File: config.mk
export PLATFORM = sky130hd
export DESIGN_NAME = bmcr_regs
export DESIGN_NICKNAME = d
export VERILOG_FILES = /design/src/bmcr_pkg.sv /design/src/bmcr_regs.sv /design/src/bmcr_time_counter.sv
export VERILOG_INCLUDE_DIRS = /design/src
export SDC_FILE = /design/constraint.sdc
export NUM_CORES = 2
export LEC_CHECK = 0
export BUFFER_PORTS_ARGS = -buffer_cell sky130_fd_sc_hd__buf_2
export CAP_MARGIN = 10
export CORE_MARGIN = 2
export CORE_UTILIZATION = 45
export CTS_BUF_LIST = sky130_fd_sc_hd__clkbuf_8
export DETAILED_ROUTE_END_ITERATION = 10
export GPL_TIMING_DRIVEN = 0
export PLACE_DENSITY_LB_ADDON = 0.1
export SKIP_CTS_REPAIR_TIMING = 1
export SYNTH_ARGS = -nofsm -noshare
export SYNTH_HDL_FRONTEND = slang
export SYNTH_HIERARCHICAL = 1
export SYNTH_SLANG_ARGS = --single-unit
File: constraint.sdc
create_clock -name clk -period 16.7 [get_ports clk]
set_input_delay 1.67 -clock clk [delete_from_list [all_inputs] [get_ports clk]]
set_output_delay 1.67 -clock clk [all_outputs]
set_load 0.01 [all_outputs]
File: src/bmcr_defs.svh
// constants of the battery monitor control register bank
`ifndef BMCR_DEFS_SVH
`define BMCR_DEFS_SVH

// ==========================================
// register offsets
`define BMCR_OFF_TEMP_LO    7'h60
`define BMCR_OFF_TEMP_HI    7'h61
`define BMCR_OFF_NVM_CMD    7'h62
`define BMCR_OFF_CLR_CTL    7'h63
`define BMCR_OFF_SLEEP_CFG  7'h64
`define BMCR_OFF_CTC_LO     7'h65
`define BMCR_OFF_CTC_HI     7'h66
`define BMCR_OFF_DTC_LO     7'h67
`define BMCR_OFF_DTC_HI     7'h68
`define BMCR_OFF_WR_DATA    7'h6F
`define BMCR_OFF_TGT_ADDR   7'h70
`define BMCR_FLASH_TOP      7'h5F
`define BMCR_PAGE_BYTES     32

// ==========================================
// field positions
`define BMCR_CFG_RSVD       7
`define BMCR_CFG_AMP_OFF    6
`define BMCR_CFG_CT_WRAP    5
`define BMCR_CFG_DT_WRAP    4
`define BMCR_CFG_THR_HI     3
`define BMCR_CFG_THR_LO     1
`define BMCR_CLR_RSVD       7
`define BMCR_CLR_PWR_LOSS   6
`define BMCR_CLR_STAT       5
`define BMCR_CLR_CTC        4
`define BMCR_CLR_DTC        3

// ==========================================
// reset and erase values
`define BMCR_RST_THR        3'h7
`define BMCR_RST_STAT       1'b1
`define BMCR_ERASED         8'hFF

// ==========================================
// command codes
`define BMCR_CMD_NONE       8'h00
`define BMCR_CMD_PROG       8'h0F
`define BMCR_CMD_ERASE0     8'h40
`define BMCR_CMD_ERASE1     8'h41
`define BMCR_CMD_ERASE2     8'h42
`define BMCR_CMD_RAM2FL     8'h45
`define BMCR_CMD_FL2RAM     8'h48
`define BMCR_CMD_PWRDN      8'hF6

// ==========================================
// timing
`define BMCR_CLK_NS         5
`define BMCR_TICK_NS        878900000
`define BMCR_TICK_CYCLES    (`BMCR_TICK_NS / `BMCR_CLK_NS)
`define BMCR_SLOW_DIV       256

`endif

File: src/bmcr_pkg.sv
// types shared by the battery monitor control register bank
package bmcr_pkg;

  // ==========================================
  // decoded register access from the serial line
  typedef struct packed {
    logic       wr;
    logic       rd;
    logic [6:0] addr;
    logic [7:0] wdata;
  } bmcr_req_t;

  typedef struct packed {
    logic       valid;
    logic [7:0] data;
  } bmcr_rsp_t;

  // ==========================================
  // one-cycle clear strobes for the counter datapaths
  typedef struct packed {
    logic self_discharge;
    logic charge;
    logic discharge;
  } bmcr_clr_t;

  typedef enum logic [2:0] {
    NVM_IDLE,
    NVM_ERASE,
    NVM_TO_FLASH,
    NVM_TO_RAM,
    NVM_SLEEP
  } bmcr_state_t;

endpackage

File: src/bmcr_regs.sv
// control and status register bank of the battery monitor
// Behaviour
// - config register at 0x64, fixed bit layout
// - amp-off bit one switches amplifier off
// - time counter wrap toggles its flag
// - power-down sleeps only below selected threshold
// - threshold select resets to all ones
// - config bit 0 reads zero, reset zero
// - clear register at 0x63, fixed bit layout
// - power-loss flag set on supply drop, writable
// - status bit drives open drain, resets one
// - bit 4 clears charge time and flag
// - bit 3 clears discharge time and flag
// - bits 2..0 clear counter pairs, self-clearing
// - command register at 0x62, zero when done
// - program command ANDs data into flash
// - erase commands wipe pages 0, 1, 2
// - RAM copied into flash page 0
// - flash page 0 copied into RAM
// - power-down sleeps until line edge
// - temperature nine bits across 0x61, 0x60
// - temperature high upper bits read zero
// - target address 0x70, write data 0x6F
// - slow count rate after a wrap
// - clearing restores default count rate
`timescale 1ns/1ps
`include "bmcr_defs.svh"
module bmcr_regs
  import bmcr_pkg::*;
#(
  parameter int TICK_CYCLES = `BMCR_TICK_CYCLES,
  parameter int NVM_BYTES   = 96
) (
  input  wire logic       clk,
  input  wire logic       srst,
  input  wire bmcr_req_t  req,
  output bmcr_rsp_t       rsp,
  input  wire logic       single_wire_line,
  input  wire logic       sense_below_thr,
  input  wire logic       supply_low,
  input  wire logic       charge_active,
  input  wire logic       discharge_active,
  input  wire logic [8:0] die_temp,
  output logic [2:0]      sleep_threshold_sel,
  output logic            reg_amp_on,
  output logic            asleep,
  output bmcr_clr_t       counter_clr,
  output logic            stat_out,
  output logic            stat_oe_n,
  output logic [15:0]     charge_time_counter,
  output logic [15:0]     discharge_time_counter
);

  // ==========================================
  // storage
  logic [7:0]  flash_mem [NVM_BYTES];
  logic [7:0]  ram_mem [`BMCR_PAGE_BYTES];
  logic [7:0]  nvm_command;
  logic [7:0]  flash_target_addr;
  logic [7:0]  flash_write_data;
  logic        cfg_rsvd;
  logic        reg_amp_off;
  logic        clr_rsvd;
  logic        pwr_loss;
  logic        stat_bit;
  logic [4:0]  clr_pend;
  logic        charge_time_wrap_flag;
  logic        discharge_time_wrap_flag;
  bmcr_state_t state;
  logic [4:0]  idx;
  logic [1:0]  erase_page;
  logic [27:0] tick_cnt;
  logic        tick;
  logic [4:0]  sync1;
  logic [4:0]  sync2;
  logic        line_prev;

  wire wr_cmd = req.wr && req.addr == `BMCR_OFF_NVM_CMD;
  wire wr_clr = req.wr && req.addr == `BMCR_OFF_CLR_CTL;
  wire wr_cfg = req.wr && req.addr == `BMCR_OFF_SLEEP_CFG;

  // ==========================================
  // pin synchronisers
  // analog comparators and the line are outside the clock domain
  // comparator result as input
  always_ff @(posedge clk) begin
    sync1 <= {single_wire_line, sense_below_thr, supply_low,
              charge_active, discharge_active};
    sync2 <= sync1;
  end

  logic line_s, below_s, supply_low_s, chg_s, dsg_s;
  assign {line_s, below_s, supply_low_s, chg_s, dsg_s} = sync2;
  always_ff @(posedge clk) begin
    if (srst) begin
      line_prev <= 1'b1;
    end else begin
      line_prev <= line_s;
    end
  end

  // ==========================================
  // internal timebase
  always_ff @(posedge clk) begin
    if (srst) begin
      tick_cnt <= 28'h0000000;
      tick     <= 1'b0;
    end else if (tick_cnt == 28'(TICK_CYCLES - 1)) begin
      tick_cnt <= 28'h0000000;
      tick     <= 1'b1;
    end else begin
      tick_cnt <= tick_cnt + 28'h0000001;
      tick     <= 1'b0;
    end
  end

  // ==========================================
  // time counters
  // charge time cleared with its flag
  bmcr_time_counter #(
    .W (16)
  ) u_charge_time (
    .clk       (clk),
    .srst      (srst),
    .tick      (tick),
    .active    (chg_s),
    .clear     (clr_pend[`BMCR_CLR_CTC]),
    .count     (charge_time_counter),
    .wrap_flag (charge_time_wrap_flag)
  );

  bmcr_time_counter #(
    .W (16)
  ) u_discharge_time (
    .clk       (clk),
    .srst      (srst),
    .tick      (tick),
    .active    (dsg_s),
    .clear     (clr_pend[`BMCR_CLR_DTC]),
    .count     (discharge_time_counter),
    .wrap_flag (discharge_time_wrap_flag)
  );

  // ==========================================
  // sleep and regulator configuration
  always_ff @(posedge clk) begin
    if (srst) begin
      cfg_rsvd            <= 1'b0;
      reg_amp_off         <= 1'b0;
      sleep_threshold_sel <= `BMCR_RST_THR;
    end else if (wr_cfg) begin
      cfg_rsvd            <= req.wdata[`BMCR_CFG_RSVD];
      reg_amp_off         <= req.wdata[`BMCR_CFG_AMP_OFF];
      sleep_threshold_sel <=
        req.wdata[`BMCR_CFG_THR_HI:`BMCR_CFG_THR_LO];
    end
  end
  assign reg_amp_on = ~reg_amp_off;

  // ==========================================
  // counter clear control
  always_ff @(posedge clk) begin
    if (srst) begin
      clr_rsvd <= 1'b0;
      stat_bit <= `BMCR_RST_STAT;
    end else if (wr_clr) begin
      clr_rsvd <= req.wdata[`BMCR_CLR_RSVD];
      stat_bit <= req.wdata[`BMCR_CLR_STAT];
    end
  end

  // supply drop sets, host may write
  // reset stands for power-on, so the flag starts set
  always_ff @(posedge clk) begin
    if (srst) begin
      pwr_loss <= 1'b1;
    end else if (supply_low_s) begin
      pwr_loss <= 1'b1;
    end else if (wr_clr) begin
      pwr_loss <= req.wdata[`BMCR_CLR_PWR_LOSS];
    end
  end

  // clear bits act then self-clear
  // a new write in the clearing cycle wins and repeats the clear
  always_ff @(posedge clk) begin
    if (srst) begin
      clr_pend <= 5'h00;
    end else if (wr_clr) begin
      clr_pend <= req.wdata[4:0];
    end else begin
      clr_pend <= 5'h00;
    end
  end
  always_ff @(posedge clk) begin
    if (srst) begin
      counter_clr <= '0;
    end else begin
      counter_clr <= '{self_discharge: clr_pend[2],
                       charge:         clr_pend[1],
                       discharge:      clr_pend[0]};
    end
  end
  // one releases open drain, zero pulls
  assign stat_out  = 1'b0;
  assign stat_oe_n = stat_bit;

  // ==========================================
  // flash address and data
  // target address and write data
  always_ff @(posedge clk) begin
    if (srst) begin
      flash_target_addr <= 8'h00;
      flash_write_data  <= 8'h00;
    end else if (req.wr) begin
      if (req.addr == `BMCR_OFF_TGT_ADDR) begin
        flash_target_addr <= req.wdata;
      end
      if (req.addr == `BMCR_OFF_WR_DATA) begin
        flash_write_data <= req.wdata;
      end
    end
  end

  // ==========================================
  // command sequencer
  // writes while a command runs are ignored
  always_ff @(posedge clk) begin
    if (srst) begin
      nvm_command <= `BMCR_CMD_NONE;
      state       <= NVM_IDLE;
      idx         <= 5'h00;
      erase_page  <= 2'h0;
    end else begin
      unique case (state)
        NVM_IDLE: begin
          idx <= 5'h00;
          if (wr_cmd) begin
            nvm_command <= req.wdata;
            case (req.wdata)
              `BMCR_CMD_ERASE0,
              `BMCR_CMD_ERASE1,
              `BMCR_CMD_ERASE2: begin
                state      <= NVM_ERASE;
                erase_page <= req.wdata[1:0];
              end
              `BMCR_CMD_RAM2FL: state <= NVM_TO_FLASH;
              `BMCR_CMD_FL2RAM: state <= NVM_TO_RAM;
              `BMCR_CMD_PWRDN: begin
                if (below_s) begin
                  state <= NVM_SLEEP;
                end else begin
                  nvm_command <= `BMCR_CMD_NONE;
                end
              end
              default: nvm_command <= `BMCR_CMD_NONE;
            endcase
          end
        end
        NVM_ERASE,
        NVM_TO_FLASH,
        NVM_TO_RAM: begin
          idx <= idx + 5'h01;
          if (&idx) begin
            state       <= NVM_IDLE;
            nvm_command <= `BMCR_CMD_NONE;
          end
        end
        NVM_SLEEP: begin
          if (line_s != line_prev) begin
            state       <= NVM_IDLE;
            nvm_command <= `BMCR_CMD_NONE;
          end
        end
      endcase
    end
  end
  assign asleep = state == NVM_SLEEP;

  // ==========================================
  // flash array, no reset: contents are nonvolatile
  // top address bit checked too, so high targets cannot alias
  wire  [6:0] erase_addr = {erase_page, idx};
  wire  [6:0] prog_addr  = flash_target_addr[6:0];
  always_ff @(posedge clk) begin
    if (state == NVM_IDLE && wr_cmd && req.wdata == `BMCR_CMD_PROG
        && !flash_target_addr[7] && prog_addr <= `BMCR_FLASH_TOP) begin
      flash_mem[prog_addr] <= flash_mem[prog_addr] & flash_write_data;
    end
    if (state == NVM_ERASE) begin
      flash_mem[erase_addr] <= `BMCR_ERASED;
    end
    if (state == NVM_TO_FLASH) begin
      flash_mem[idx] <= ram_mem[idx];
    end
  end

  // ==========================================
  // general-purpose RAM, host writes at page 0 offsets
  always_ff @(posedge clk) begin
    if (state == NVM_TO_RAM) begin
      ram_mem[idx] <= flash_mem[idx];
    end else if (req.wr && req.addr < 7'(`BMCR_PAGE_BYTES)) begin
      ram_mem[req.addr[4:0]] <= req.wdata;
    end
  end

  // ==========================================
  // read path
  logic [7:0] next_rdata;
  always_comb begin
    next_rdata = 8'h00;
    if (req.addr < 7'(`BMCR_PAGE_BYTES)) begin
      next_rdata = ram_mem[req.addr[4:0]];
    end else if (req.addr <= `BMCR_FLASH_TOP) begin
      next_rdata = flash_mem[req.addr];
    end else begin
      unique case (req.addr)
        `BMCR_OFF_TEMP_LO: next_rdata = die_temp[7:0];
        `BMCR_OFF_TEMP_HI: next_rdata = {7'h00, die_temp[8]};
        `BMCR_OFF_NVM_CMD: next_rdata = nvm_command;
        `BMCR_OFF_CLR_CTL:
          next_rdata = {clr_rsvd, pwr_loss, stat_bit, clr_pend};
        `BMCR_OFF_SLEEP_CFG:
          next_rdata = {cfg_rsvd, reg_amp_off, charge_time_wrap_flag,
                        discharge_time_wrap_flag, sleep_threshold_sel,
                        1'b0};
        `BMCR_OFF_CTC_LO:   next_rdata = charge_time_counter[7:0];
        `BMCR_OFF_CTC_HI:   next_rdata = charge_time_counter[15:8];
        `BMCR_OFF_DTC_LO:   next_rdata = discharge_time_counter[7:0];
        `BMCR_OFF_DTC_HI:   next_rdata = discharge_time_counter[15:8];
        `BMCR_OFF_WR_DATA:  next_rdata = flash_write_data;
        `BMCR_OFF_TGT_ADDR: next_rdata = flash_target_addr;
        default:            next_rdata = 8'h00;
      endcase
    end
  end
  always_ff @(posedge clk) begin
    if (srst) begin
      rsp <= '0;
    end else begin
      rsp.valid <= req.rd;
      if (req.rd) begin
        rsp.data <= next_rdata;
      end
    end
  end

endmodule

File: src/bmcr_time_counter.sv
// 16-bit time counter with wrap flag and slow rate after a wrap
`timescale 1ns/1ps
`include "bmcr_defs.svh"
module bmcr_time_counter
  import bmcr_pkg::*;
#(
  parameter int W = 16
) (
  input  wire logic         clk,
  input  wire logic         srst,
  input  wire logic         tick,
  input  wire logic         active,
  input  wire logic         clear,
  output logic [W-1:0]      count,
  output logic              wrap_flag
);

  logic [7:0] prescale;

  // ==========================================
  // counting
  always_ff @(posedge clk) begin
    if (srst || clear) begin
      count     <= '0;
      wrap_flag <= 1'b0;
      prescale  <= 8'h00;
    end else if (tick && active) begin
      // 256 ticks per count once wrapped
      if (wrap_flag && prescale != 8'(`BMCR_SLOW_DIV - 1)) begin
        prescale <= prescale + 8'h01;
      end else begin
        prescale <= 8'h00;
        count    <= count + W'(1);
        // wrap past all ones toggles flag
        if (&count) begin
          wrap_flag <= ~wrap_flag;
        end
      end
    end
  end

endmodule

Word-level counts from Yosys, hierarchy flattened:

Memory sizes are Yosys's and may differ from the RTL's. A register that Yosys moved wholly into a read port is not among the register bits.
Index checks and enable logic that the tools add are counted.

* RAM bits: 1024
* memory bits (read-only): 0
* input port bits: 33
* output and inout port bits: 51
* memories: 2
* word-level logic and storage cells: 159
* register bits after elaboration: 149
* latch bits: 0

Memories
* flash_mem: words 96, width 8, rd ports 3, clocked after memory_dff 2, wr ports 1, line bmcr_regs.sv:56 `logic [7:0] flash_mem [NVM_BYTES];`
* ram_mem: words 32, width 8, rd ports 2, clocked after memory_dff 1, wr ports 1, line bmcr_regs.sv:57 `` logic [7:0] ram_mem [`BMCR_PAGE_BYTES]; ``

* reduce and logical (&&, ||, !) cells: 36
* divide/modulo/power cells: 0
* bitwise gates (word level): 7
* shifts and indexed selects: 0
* eq/ne operators: 31
* muxes and demuxes: 45
* $lt $le $gt $ge: 3
* add/subtract/negate cells: 6
* multiply operators: 0

Operator list (number)
* $mux 8: 11
* $pmux 8 s11: 1
* $eq 7x7->1 const B: 11
* $eq 8x7->1 const B: 5
* $reduce_and 18->1: 2
* $add 16x1->16 const B: 2
* $add 28x1->28 const B: 1
* $eq 28x28->1 const B: 1
* $mux 7: 4
* $mux 5: 5
* $pmux 8 s3: 1
* $reduce_or 8->1: 3
* $add 8x1->8 const B: 2
* $ne 8x8->1 const B: 2
* $pmux 8 s2: 1
* $mux 1: 15
* $le 7x7->1 const B: 2
* $logic_and 1x1->1: 12
* $mux 3: 4
* $pmux 3 s4: 1
* $pmux 5 s2: 1
* $reduce_and 5->1: 2
* $pmux 3 s3: 1
* $and 8x8->8: 1
* 22 further kinds: 37

Longest topological paths before layout:

* depth in word-level cells: 10
* depth in mapped cells: 12
* gate-level depth less buffers: 8

By module:

Netlist, hierarchy kept.

Modules (own cells, without submodules)
* bmcr_regs: area each 53533.8 µm², seq. area each 32971.6 µm², cells an instance 3110, instances 1
* bmcr_time_counter: area each 1198.6 µm², seq. area each 500.5 µm², cells an instance 140, instances 2

Least setup slack after synthesis:

No wires, ideal clock.

* kind: register to register
* from: register (tool-made name)
* to: memory flash_mem[0][4], data pin
* library setup time: 1.816 ns
* path buffers: 5
* stages on the path, launching flop included: 10
* clock period less this slack: 11.626 ns
* arrival: 9.810 ns
* required time: 14.884 ns
* slack: 5.074 ns
* cell sequence: dfxtp_1 > buf_4 > buf_6 > buf_6 > buf_6 > buf_6 > mux2i_1 > a22oi_1 > o211ai_1 > a2111oi_0

RTL lines (line)
* to (decl): bmcr_regs.sv:56

==> metrics.cfg <==
[die]
die_x_um=357
io-pin-count=84
coreArea_um2=123000
dieArea_um2=127000
die_height_um=357
start_util_pct=45.3
rows=129

[sta]
period_share_pct=33.3
setup_viol=0
fin_skew_ps=52.5
final_max_slew_viol_count=0
slew-limit-headroom_pct=7.52
fin_tns_setup_ps=0
rsz0062_at_grt=no
final_hold_viol_count=0
max_freq_mhz=180
tightest_slew_ps=1380
fin_crit_ps=5570

[yosys]
yosys_warnings=6
syn_area_um2=55900
seq_area_frac_synth_pct=60.7
synthCells=3390
yosys.cell_types.count=86
ys_seq_elements=1185
synthesis.nets=3430
ys_async_sr_fraction_pct=0
avgSynthCellArea_um2=16.5
synth_edf_count=1024
synth_ff_type=edfxtp_1

[pwr]
seqPwrFrac_pct=53.9
p_int_mw=4.47
p_leak_nw=21.9
max-vdd-ir-drop_uv=89.7
p_sw_mw=1.44
p_clk_share_pct=42.2
p_comb_share_pct=3.9
p_per_area_nw_per_um2=93.9
swShare_pct=24.4

[cts]
clockBufferDepth=3
cts_tree=done
clkLatencyLatePin_ps=980
path_clk_slew_ps=60
clock-sinks=1185
htreeDepth=4
numCtsBuffers=200
clockRootBuffer=clkbuf_8

[route]
via_per_inst=7.00
drt-initial-drc-count=6627
routed_wl_mm=226
vias=38700
drc_errors=0
wl_per_cell_um=40.8
ant_nets=0
dr.pass1.iters=9

[critical_path]
cp_data_arrival_time_ps=6380
critPathKind=reg2reg
cp_data_required_time_ps=17510
startpoint_type=flop
crit_fanout=12
crit_path_end_kind=flop

[layout]
final_nets=3772
layout-drive-gt1-share_pct=28.0
syn_to_final_growth_pct=12.5
stdcell_count=5530

[placed_design]
gp_congestion=1.02
dp_hpwl_mm=160
dpl.cell_count=5161
portBuffers=78

[global_routing]
overflow=0
grt_antenna_before_repair=11
grt_pass1_vias=37700
grt_max_degree=53
grt_usage_pct=35.5
grt_first_pass_wirelength_mm=306

[min_path]
hold_class=reg2reg

[flow_run]
max_cap_violations=0

[status]
status=complete, no violations

## path summary, 6_finish.rpt
| path | startpoint | endpoint | slack [ps] | cells after the start |
|---|---|---|---|---|
| worst max register to register | flop | flash_mem[33][4]$_DFFE_PP_ | 11130 | 12 |
| worst max-delay path | flop | flash_mem[33][4]$_DFFE_PP_ | 11130 | 12 |
| worst min-delay path | sync1[1]$_DFF_P_ | sync2[1]$_DFF_P_ | 340 | 0 |
| worst min register to register | sync1[1]$_DFF_P_ | sync2[1]$_DFF_P_ | 340 | 0 |
## kinds of logic after synthesis
group / count (synthesis) / share of synthesized area [%]
flops: 1185 / 60.7
fa+ha+maj: 7 / 0.157
compound gates: 445 / 5.66
xor+xnor: 42 / 0.658
mux: 715 / 23.8
buf+inv: 261 / 2.63
simple gates: 734 / 6.36
other cells: 1 / 0.00670
## placed cells by master (no fill, tap or decap), types with 74 or more instances in the layout
master / synthesis / layout
clkbuf_1: 88 / 87
mux4_2: 474 / 474
nand2_1: 171 / 171
dfxtp_1: 161 / 161
nor2_1: 255 / 255
buf_2: 80 / 169
a21oi_1: 88 / 88
inv_1: 13 / 74
edfxtp_1: 1024 / 1024
mux2i_1: 199 / 199
clkbuf_8: 0 / 208
## cells in the mapped netlist (21+ instances only)
| master | count | share of area (%) |
|---|---|---|
| a211oi_1 | 38 | 0.51 |
| buf_2 | 80 | 0.72 |
| a22oi_1 | 64 | 0.86 |
| nor2b_1 | 33 | 0.37 |
| nand3_1 | 64 | 0.57 |
| buf_6 | 25 | 0.50 |
| a21oi_1 | 88 | 0.79 |
| or4_1 | 25 | 0.34 |
| nor3_1 | 27 | 0.24 |
| mux2_2 | 31 | 0.62 |
| o31ai_1 | 26 | 0.35 |
| o22ai_1 | 37 | 0.41 |
| and3_1 | 25 | 0.28 |
| dfxtp_1 | 161 | 5.8 |
| nand2_1 | 171 | 1.1 |
| clkbuf_1 | 88 | 0.59 |
| o21ai_0 | 42 | 0.38 |
| o221ai_1 | 21 | 0.33 |
| nor2_1 | 255 | 1.7 |
| mux4_2 | 474 | 19 |
| nand4_1 | 28 | 0.31 |
| xor2_1 | 29 | 0.45 |
| edfxtp_1 | 1024 | 55 |
| buf_4 | 34 | 0.46 |
| mux2i_1 | 199 | 3.6 |
| nand2b_1 | 21 | 0.23 |
## power by group through the flow
stage / registers, mW / logic, mW / clock network [mW]
finish: 3.18 / 0.228 / 2.49
global route: 3.18 / 0.226 / 2.63
CTS: 3.18 / 0.219 / 2.50
detailed placement: 3.24 / 0.219 / 0
global placement: 3.25 / 0.215 / 0
floorplan: 3.24 / 0.110 / 0
## layout make-up
class,count,area [µm²]
tap,1637,2050
clock buffer,208,2860
inverter,14,52.6
antenna,3,7.51
timing repair buffer,140,1110
buffer,247,1420
fill,10300,60600
multi-input combinational,1944,20600
clock inverter,152,832
sequential,1185,34000
## registers in the layout, summed over array words and instances (netlist names), 5 cells and up, named ones only
signal,count
flash_target_addr,8
tick_cnt,28
idx,5
u_discharge_time/count,16
flash_write_data,8
u_discharge_time/prescale,8
rsp,9
ram_mem,256
sync2,5
sync1,5
clr_pend,5
u_charge_time/prescale,8
nvm_command,8
flash_mem,768
u_charge_time/count,16
## stage by stage
step | cell area [µm²] | setup WS [ps] | hold slack (ps) | power (mW) | util [%]
finish | 62900 | 11130 | 335 | 5.91 | 51.0
CTS | 62800 | 11460 | 330 | 5.90 | 50.9
global route | 62900 | 11200 | 335 | 6.04 | 51.0
floorplan | 55900 | 5070 | 310 | 3.35 | -
detailed placement | 59200 | 10450 | 313 | 3.46 | 47.9
global placement | 58400 | -7500 | 319 | 3.46 | 47.3
## critical path: stages (launching register included)
cell,delay (ps)
dfxtp_1,330
clkbuf_1,980
nor2b_1,230
clkbuf_1,500
o221ai_1,240
a211oi_1,870
a2111oi_1,130
buf_2,230
a2111oi_2,880
buf_2,390
buf_4,240
buf_4,170
buf_4,180
## metal layers
layer  GRT usage [%]  routed length [µm]  vias to the layer above
met2            52.4               98900                     3101
met5               0                  53                        -
li1                -                   -                    14700
met1            46.7               82900                    20200
met3            11.5               29700                      660
met4            19.2               14000                        8
Note: power is estimated with default switching activity, not from simulation.
